**src/design/irq_ctrl_cfg.svh**
```systemverilog
// constants for the two-level interrupt controller
`ifndef IRQ_CTRL_CFG_SVH
`define IRQ_CTRL_CFG_SVH

`define IRQ_PC_W 21
`define IRQ_VEC_HIGH 21'h000008
`define IRQ_VEC_LOW 21'h000018
`define IRQ_NUM_SRC 8
`define IRQ_NUM_PIN 2
`define IRQ_ADDR_W 3
`define IRQ_DATA_W 8

`define IRQ_OFS_REQ_CTRL 3'h0
`define IRQ_OFS_RST_CTRL 3'h1
`define IRQ_OFS_FLAG 3'h2
`define IRQ_OFS_ENABLE 3'h3
`define IRQ_OFS_PRIORITY 3'h4
`define IRQ_OFS_STATUS 3'h5

`define IRQ_BIT_GIE_HIGH 7
`define IRQ_BIT_GIE_LOW 6
`define IRQ_BIT_PRIO_EN 7
`define IRQ_BIT_ST_HIGH 0
`define IRQ_BIT_ST_LOW 1

`define IRQ_RST_FLAG 8'h00
`define IRQ_RST_ENABLE 8'h00
`define IRQ_RST_PRIORITY 8'hFF
`define IRQ_PERIPH_MASK 8'hFC

`endif

```
**src/design/irq_ctrl_pkg.sv**
```systemverilog
// types for the two-level interrupt controller
package irq_ctrl_pkg;

  typedef enum logic [3:0] {
    HS_IDLE = 4'h1,
    HS_LOW = 4'h2,
    HS_HIGH = 4'h4,
    HS_HIGH_OVER_LOW = 4'h8
  } handler_state_t;

endpackage

```
**src/design/two_level_irq_ctrl.sv**
```systemverilog
// two-level interrupt controller: flags, enables, priorities and core vectoring
// Function
// - high requests vector to 000008h, low requests to 000018h
// - a high request may preempt a running low handler
// - each source has a flag, an enable and a priority bit
// - two levels work only while priority_levels_enable (bit 7) is set
// - with levels: bit 7 gates high sources, bit 6 gates low sources
// - flag, enable and global enable set vectors by priority bit
// - priority_levels_enable resets to zero: compatibility mode
// - in compatibility mode priority bits are ignored
// - compatibility: bit 6 gates peripherals, bit 7 gates everything
// - compatibility mode always vectors to 000008h
// - acceptance clears the governing global enable
// - no low request accepted while a high handler runs
// - vectoring pushes the return address and loads the vector
// - return from handler sets the enable cleared on entry
// - pin events vector four to five instruction cycles later
// - latency can grow by one cycle while a two-cycle instruction runs
// - flags set regardless of any enable
// - a cleared source enable blocks vectoring, flag still records
// - flags stay readable and stable until cleared
//
// The address-and-strobe port and the register offsets were decided locally.
`timescale 1ns/100ps
`include "irq_ctrl_cfg.svh"

module two_level_irq_ctrl (
  input wire logic mclk_i,
  input wire logic resetn_i,
  input wire logic ce_i,
  input wire logic [`IRQ_ADDR_W-1:0] reg_addr_i,
  input wire logic [`IRQ_DATA_W-1:0] reg_wdata_i,
  input wire logic reg_wr_i,
  input wire logic reg_rd_i,
  output logic [`IRQ_DATA_W-1:0] reg_rdata_o,
  input wire logic [`IRQ_NUM_PIN-1:0] ext_pin_i,
  input wire logic [`IRQ_NUM_SRC-1:0] periph_event_i,
  input wire logic instr_boundary_i,
  input wire logic [`IRQ_PC_W-1:0] return_addr_i,
  input wire logic return_from_handler_i,
  output logic vector_take_o,
  output logic [`IRQ_PC_W-1:0] vector_addr_o,
  output logic push_o,
  output logic [`IRQ_PC_W-1:0] push_data_o
);

  logic gie_high_q;
  logic gie_low_q;
  logic prio_en_q;
  logic [`IRQ_NUM_SRC-1:0] flag_q;
  logic [`IRQ_NUM_SRC-1:0] enable_q;
  logic [`IRQ_NUM_SRC-1:0] priority_q;
  logic [`IRQ_NUM_SRC-1:0] flag_d;
  logic [`IRQ_NUM_SRC-1:0] src_event;
  logic [`IRQ_NUM_PIN-1:0] pin_s1_q;
  logic [`IRQ_NUM_PIN-1:0] pin_s2_q;
  logic [`IRQ_NUM_PIN-1:0] pin_s3_q;
  logic [`IRQ_NUM_PIN-1:0] pin_level_q;
  logic [`IRQ_NUM_PIN-1:0] pin_rise;
  logic [`IRQ_DATA_W-1:0] rdata_q;
  logic [`IRQ_PC_W-1:0] vec_addr_q;
  logic [`IRQ_PC_W-1:0] push_data_q;
  logic take_q;
  irq_ctrl_pkg::handler_state_t hs_q;
  irq_ctrl_pkg::handler_state_t hs_d;
  logic [`IRQ_NUM_SRC-1:0] armed;
  logic high_req;
  logic low_req;
  logic accept;
  logic accept_high;
  logic ret;
  logic in_high;
  logic in_low;
  logic wr_ctrl;
  logic wr_rst;

  assign wr_ctrl = reg_wr_i && (reg_addr_i == `IRQ_OFS_REQ_CTRL);
  assign wr_rst = reg_wr_i && (reg_addr_i == `IRQ_OFS_RST_CTRL);

  // pin synchroniser: a change counts once stages two and three agree
  always_ff @(posedge mclk_i or negedge resetn_i) begin
    if (!resetn_i) begin
      pin_s1_q <= '0;
      pin_s2_q <= '0;
      pin_s3_q <= '0;
    end else if (ce_i) begin
      pin_s1_q <= ext_pin_i;
      pin_s2_q <= pin_s1_q;
      pin_s3_q <= pin_s2_q;
    end
  end

  genvar gp;
  generate
    for (gp = 0; gp < `IRQ_NUM_PIN; gp = gp + 1) begin : g_pin
      always_ff @(posedge mclk_i or negedge resetn_i) begin
        if (!resetn_i) begin
          pin_level_q[gp] <= 1'b0;
        end else if (ce_i && (pin_s2_q[gp] == pin_s3_q[gp])) begin
          pin_level_q[gp] <= pin_s3_q[gp];
        end
      end
      // rising edge of the filtered level is the pin event
      assign pin_rise[gp] = (pin_s2_q[gp] == pin_s3_q[gp]) && pin_s3_q[gp]
                            && !pin_level_q[gp];
    end
  endgenerate

  // sources 0..1 are the pins, the rest are peripheral events
  assign src_event = {periph_event_i[`IRQ_NUM_SRC-1:`IRQ_NUM_PIN], pin_rise};

  // per-source flag: event set wins over a software clear in the same cycle
  genvar gf;
  generate
    for (gf = 0; gf < `IRQ_NUM_SRC; gf = gf + 1) begin : g_flag
      always_comb begin
        if (reg_wr_i && (reg_addr_i == `IRQ_OFS_FLAG)) begin
          flag_d[gf] = reg_wdata_i[gf] | src_event[gf];
        end else begin
          flag_d[gf] = flag_q[gf] | src_event[gf];
        end
      end
    end
  endgenerate

  always_ff @(posedge mclk_i or negedge resetn_i) begin
    if (!resetn_i) begin
      flag_q <= `IRQ_RST_FLAG;
    end else if (ce_i) begin
      flag_q <= flag_d;
    end
  end

  always_ff @(posedge mclk_i or negedge resetn_i) begin
    if (!resetn_i) begin
      enable_q <= `IRQ_RST_ENABLE;
      priority_q <= `IRQ_RST_PRIORITY;
    end else if (ce_i && reg_wr_i) begin
      if (reg_addr_i == `IRQ_OFS_ENABLE) begin
        enable_q <= reg_wdata_i;
      end
      if (reg_addr_i == `IRQ_OFS_PRIORITY) begin
        priority_q <= reg_wdata_i;
      end
    end
  end

  always_ff @(posedge mclk_i or negedge resetn_i) begin
    if (!resetn_i) begin
      prio_en_q <= 1'b0;
    end else if (ce_i && wr_rst) begin
      prio_en_q <= reg_wdata_i[`IRQ_BIT_PRIO_EN];
    end
  end

  // a source is armed only with its flag and its own enable
  assign armed = flag_q & enable_q;

  assign in_high = (hs_q == irq_ctrl_pkg::HS_HIGH)
                   || (hs_q == irq_ctrl_pkg::HS_HIGH_OVER_LOW);
  assign in_low = (hs_q == irq_ctrl_pkg::HS_LOW);

  always_comb begin
    if (prio_en_q) begin
      high_req = gie_high_q && |(armed & priority_q);
      low_req = gie_low_q && !in_high && |(armed & ~priority_q);
    end else begin
      // compatibility: priority bits play no part
      high_req = gie_high_q && |(armed & (~`IRQ_PERIPH_MASK
                 | ({`IRQ_NUM_SRC{gie_low_q}} & `IRQ_PERIPH_MASK)));
      low_req = 1'b0;
    end
  end

  // requests are only looked at on an instruction boundary, so the wait
  // grows by one cycle when the current instruction takes two
  assign accept = ce_i && instr_boundary_i && (high_req || low_req);
  assign accept_high = high_req;
  assign ret = ce_i && return_from_handler_i && !accept;

  always_comb begin
    hs_d = hs_q;
    unique case (hs_q)
      irq_ctrl_pkg::HS_IDLE: begin
        if (accept) begin
          hs_d = accept_high ? irq_ctrl_pkg::HS_HIGH : irq_ctrl_pkg::HS_LOW;
        end
      end
      irq_ctrl_pkg::HS_LOW: begin
        if (accept && accept_high) begin
          hs_d = irq_ctrl_pkg::HS_HIGH_OVER_LOW;
        end else if (ret) begin
          hs_d = irq_ctrl_pkg::HS_IDLE;
        end
      end
      irq_ctrl_pkg::HS_HIGH: begin
        if (ret) begin
          hs_d = irq_ctrl_pkg::HS_IDLE;
        end
      end
      irq_ctrl_pkg::HS_HIGH_OVER_LOW: begin
        if (ret) begin
          hs_d = irq_ctrl_pkg::HS_LOW;
        end
      end
      default: begin
        hs_d = irq_ctrl_pkg::HS_IDLE;
      end
    endcase
  end

  always_ff @(posedge mclk_i or negedge resetn_i) begin
    if (!resetn_i) begin
      hs_q <= irq_ctrl_pkg::HS_IDLE;
    end else if (ce_i) begin
      hs_q <= hs_d;
    end
  end

  // global enables: hardware clear on entry and set on return beat software
  always_ff @(posedge mclk_i or negedge resetn_i) begin
    if (!resetn_i) begin
      gie_high_q <= 1'b0;
      gie_low_q <= 1'b0;
    end else if (ce_i) begin
      if (accept && accept_high) begin
        gie_high_q <= 1'b0;
      end else if (ret && in_high) begin
        gie_high_q <= 1'b1;
      end else if (wr_ctrl) begin
        gie_high_q <= reg_wdata_i[`IRQ_BIT_GIE_HIGH];
      end
      if (accept && !accept_high) begin
        gie_low_q <= 1'b0;
      end else if (ret && in_low) begin
        gie_low_q <= 1'b1;
      end else if (wr_ctrl) begin
        gie_low_q <= reg_wdata_i[`IRQ_BIT_GIE_LOW];
      end
    end
  end

  // core vectoring, one cycle after the boundary that accepted
  always_ff @(posedge mclk_i or negedge resetn_i) begin
    if (!resetn_i) begin
      take_q <= 1'b0;
      vec_addr_q <= '0;
      push_data_q <= '0;
    end else if (ce_i) begin
      take_q <= accept;
      if (accept) begin
        vec_addr_q <= accept_high ? `IRQ_VEC_HIGH : `IRQ_VEC_LOW;
        push_data_q <= return_addr_i;
      end
    end
  end

  assign vector_take_o = take_q;
  assign push_o = take_q;
  assign vector_addr_o = vec_addr_q;
  assign push_data_o = push_data_q;

  // read data stands in the cycle after the strobe only
  always_ff @(posedge mclk_i or negedge resetn_i) begin
    if (!resetn_i) begin
      rdata_q <= '0;
    end else if (ce_i) begin
      rdata_q <= '0;
      if (reg_rd_i) begin
        unique case (reg_addr_i)
          `IRQ_OFS_REQ_CTRL: begin
            rdata_q[`IRQ_BIT_GIE_HIGH] <= gie_high_q;
            rdata_q[`IRQ_BIT_GIE_LOW] <= gie_low_q;
          end
          `IRQ_OFS_RST_CTRL: begin
            rdata_q[`IRQ_BIT_PRIO_EN] <= prio_en_q;
          end
          `IRQ_OFS_FLAG: begin
            rdata_q <= flag_q;
          end
          `IRQ_OFS_ENABLE: begin
            rdata_q <= enable_q;
          end
          `IRQ_OFS_PRIORITY: begin
            rdata_q <= priority_q;
          end
          `IRQ_OFS_STATUS: begin
            rdata_q[`IRQ_BIT_ST_HIGH] <= in_high;
            rdata_q[`IRQ_BIT_ST_LOW] <= in_low || (hs_q == irq_ctrl_pkg::HS_HIGH_OVER_LOW);
          end
          default: begin
            rdata_q <= '0;
          end
        endcase
      end
    end
  end

  assign reg_rdata_o = rdata_q;

endmodule

```
**config.mk**
```make
export PLATFORM = sky130hd
export DESIGN_NAME = two_level_irq_ctrl
export DESIGN_NICKNAME = d
export VERILOG_FILES = /design/src/design/irq_ctrl_pkg.sv /design/src/design/two_level_irq_ctrl.sv
export VERILOG_INCLUDE_DIRS = /design/src /design/src/design
export SDC_FILE = /design/constraint.sdc
export NUM_CORES = 1
export LEC_CHECK = 0
export BUFFER_PORTS_ARGS = -buffer_cell sky130_fd_sc_hd__buf_2
export CORE_MARGIN = 3
export CORE_UTILIZATION = 35
export CTS_BUF_LIST = sky130_fd_sc_hd__clkbuf_4
export CTS_CLUSTER_SIZE = 12
export DETAILED_ROUTE_END_ITERATION = 6
export PLACE_DENSITY_LB_ADDON = 0.08
export SYNTH_ARGS = -nofsm -noshare
export SYNTH_HDL_FRONTEND = slang
export SYNTH_SLANG_ARGS = --single-unit
```
**constraint.sdc**
```tcl
create_clock -name mclk_i -period 2.1 [get_ports mclk_i]
set_input_delay 0 -clock mclk_i [delete_from_list [all_inputs] [get_ports mclk_i]]
set_output_delay 0 -clock mclk_i [all_outputs]
set_load 0.02 [all_outputs]
```
==> impl_metrics.yaml <==
logic_synthesis:
  synth_top_cell_by_area: "dfrtp_1"
  synth_most_common_cell: "dfrtp_1"
  synth_xor_area_share_pct: 0.4899
  synth.avg_cell_area_um2: 11.42
  synthDistinctLibCells: 51
  async_flop_share_pct: 100.0
  synth_top_area_share_pct: 43.39
  ys.flop_type: "dfrtp_1"
  yosys.area_share.simple_pct: 11.27
  synth_top_family_by_area: "multiplexers"
  muxShareOfSynthArea_pct: 17.56
  netlist_instances: 313
  synth_commonest_cells: "dfrtp_1, mux2_2, buf_4"
  ys_ff_latch: 71
  ys_top_cells_by_area: "dfrtp_1, mux2_2, dfstp_2"
  synth_compound_area_share_pct: 13.12
  synth_fa_ha_area_share_pct: 0.6998
  yosys_warnings: 0
  ys_seq_area_share_pct: 50.00
  synth-edff-count: 0
  syn_area_um2: 3576
power:
  sw_frac_of_total_pct: 36.06
  pwr-share-comb_pct: 37.9
  internal-power_mw: 3.217
  peakVddDrop_v: 0.0005904
  p_leak_nw: 2.160
  p_sw_mw: 1.814
  p_per_area_nw_per_um2: 1051
  seqPwrFrac_pct: 41.9
  p_clk_share_pct: 20.2
critical_path:
  start_kind: "flop"
  crit_arrival_ns: 2.45
  critPathCaptureType: "flop"
  criticalPathCategory: "reg -> reg"
  reg2regPathDepth: 6
  crit_required_ns: 2.47
  cp-startpoint: "priority_q[7]$_DFFE_PN1P_"
  r2r-start: "priority_q[7]$_DFFE_PN1P_"
  r2r_end: "hs_q[0]$_DFFE_PN1P_"
  cp_max_fo: 6
  rrSetupSlack_ns: 0.02
clock_network:
  clk_latency_ns: 0.42
  cts_root_buffer: "clkbuf_4"
  cts.sinks: 71
  cts_tree: "built"
  clk_pin_slew_worst_paths_ns: 0.12
  htree_levels: 3
  clockBufferDepth: 2
  cts_made_buffers: 9
timing:
  slew_headroom_pct: 55.08
  drv_slew: 0
  period_share_pct: 99.26
  min_period_ns: 2.084
  hold_violations: 0
  max_slew.worst_pin.slew_ns: 0.6644
  setup_viol: 0
  fin_setup_tns_ns: 0
  layout_setup_ws_ns: 0.01552
  fin_skew_ns: 0.01410
  max_clock_freq_mhz: 479.7
  rsz0062_at_grt: "true"
die:
  die_area_um2: 11470
  initial_core_util_pct: 36.25
  ios: 101
  core-area_um2: 9864
  chipWidth_um: 107.1
  rows: 36
  die_y_um: 107.1
placement:
  dp_slack_ns: 0.04931
  place.gp.congestion: 0.7723
  portBuffers: 79
  dp_hpwl_um: 5968
route:
  via_per_inst: 4.821
  wl_per_cell_um: 14.95
  first_pass_iters: 4
  drcViolationCount: 0
  via_count: 2849
  drt-initial-drc-count: 102
  ant_nets: 0
  routed_wl_um: 8833
min_path:
  hold-path-cell-count: 4
  min_from: "ce_i"
  hold_end: "flag_q[0]$_DFFE_PN0P_"
  hold_class: "in -> reg"
run_status:
  status: "finished clean"
finish:
  drive_above_1_share_pct: 39.08
  finalNetCount: 504
  fill_cells: 956
  syn2layout_area_growth_pct: 33.87
  final_util_pct: 48.53
  n_antenna_cell: 0
grt:
  gr-total-overflow: 0
  antenna_found_initial: 0
  grt_max_degree: 72
  grt_pass1_wl_um: 14400
  grt_pass1_vias: 2816
  track_usage_pct: 16.11
job:
  max-cap-violations: 0
==> power by group through the flow <==
stage	logic, mW	registers (mW)	clock network [mW]
after floorplan	0.987	2.38	0
after global placement	1.79	2.12	0
after detailed placement	1.80	2.13	0
after CTS	1.87	2.11	1.07
after global routing	2.09	2.17	1.13
final	1.91	2.11	1.02
==> stage by stage <==
stage | instance area [um^2] | total power [mW] | std cells | hold slack, ns
after CTS | 4727 | 5.046 | 585 | 0.001318
final | 4787 | 5.031 | 591 | 0.04053
after global routing | 4787 | 5.392 | 591 | 0.008595
after floorplan | 3643 | 3.368 | 331 | -0.2956
after detailed placement | 4100 | 3.934 | 523 | 0.05895
after global placement | 4100 | 3.914 | 523 | 0.06014
==> final cells by class <==
cell class	instances	area (um^2)	share of cell area [%]
tap	133	166.4	3.476
clock inverter	5	83.83	1.751
inverter	9	33.78	0.7057
sequential	71	1788	37.35
clock buffer	11	82.58	1.725
multi-input combinational	219	1622	33.87
timing repair buffer	143	1011	21.12
==> worst max-delay path by stage <==
stage	end	slack [ns]	depth (start not counted)
4_1_cts	hs_q[1]$_DFFE_PN0P_	0.04	6
3_5_place_dp	hs_q[1]$_DFFE_PN0P_	0.05	6
2_1_floorplan	hs_q[2]$_DFFE_PN0P_	0.21	6
3_3_place_gp	push_data_o[10]$_DFFE_PN0P_	0.06	7
6_report	hs_q[0]$_DFFE_PN1P_	0.02	6
5_1_grt	hs_q[0]$_DFFE_PN1P_	-0.05	6
==> critical path: stages, from the launching register on <==
cell and delay [ns]:
dfstp_2 0.56, nand3b_1 0.13, o2111ai_2 0.15, o31ai_4 0.44, o211a_1 0.21, o22a_1 0.19
mux2_2 0.35
==> placed cells by master, fill, tap and decap left out, types with 3 or more instances in the layout <==
cell type,n
nand3b_1,7
nor2_1,18
inv_1,9
o2bb2ai_1,7
nand3_1,13
a21oi_1,11
mux2i_1,11
clkbuf_4,11
nor2b_1,6
nand4_1,4
o22a_1,3
mux2_2,45
dfrtp_1,62
dfstp_2,9
buf_2,79
o22ai_1,4
nor3_1,6
nand2_1,15
conb_1,19
o21ai_0,10
a221o_1,6
buf_4,15
dlygate4sd3_1,46
==> cells by family after synthesis <==
kind of cell	Yosys count
and+or+nand+nor	79
DFF	71
AOI/OAI and AO/OA	60
muxes	57
buffers and inverters	41
adders and majority gates	2
xor gates and xnor gates	2
other	1
==> flip-flops by register name (all words and copies together) (netlist names) <==
signal,cells
pin_s3_q,2
gie_high_q,1
pin_s2_q,2
prio_en_q,1
push_o,1
flag_q,8
enable_q,8
reg_rdata_o,8
pin_level_q,2
priority_q,8
pin_s1_q,2
vector_addr_o,2
gie_low_q,1
hs_q,4
push_data_o,21
==> per-layer routing <==
metal / share of wire (%) / vias up / global-route usage [%]
li1: - / 1384 / -
met1: 48 / 1380 / 22.12
met2: 46 / 74 / 25.11
met3: 4.6 / 11 / 3.913
met4: 1.4 / 0 / 4.932
met5: 0 / - / 0
==> timing repair <==
item | 4_1_cts | 5_1_grt
gates resized for setup | 0 | 4
hold buffers | 46 | 0
setup buffers | 0 | 6
endpoints found under the setup margin | 0 | 24
hold endpoints to repair | 121 | 0
(Power assumes the default switching activity.)
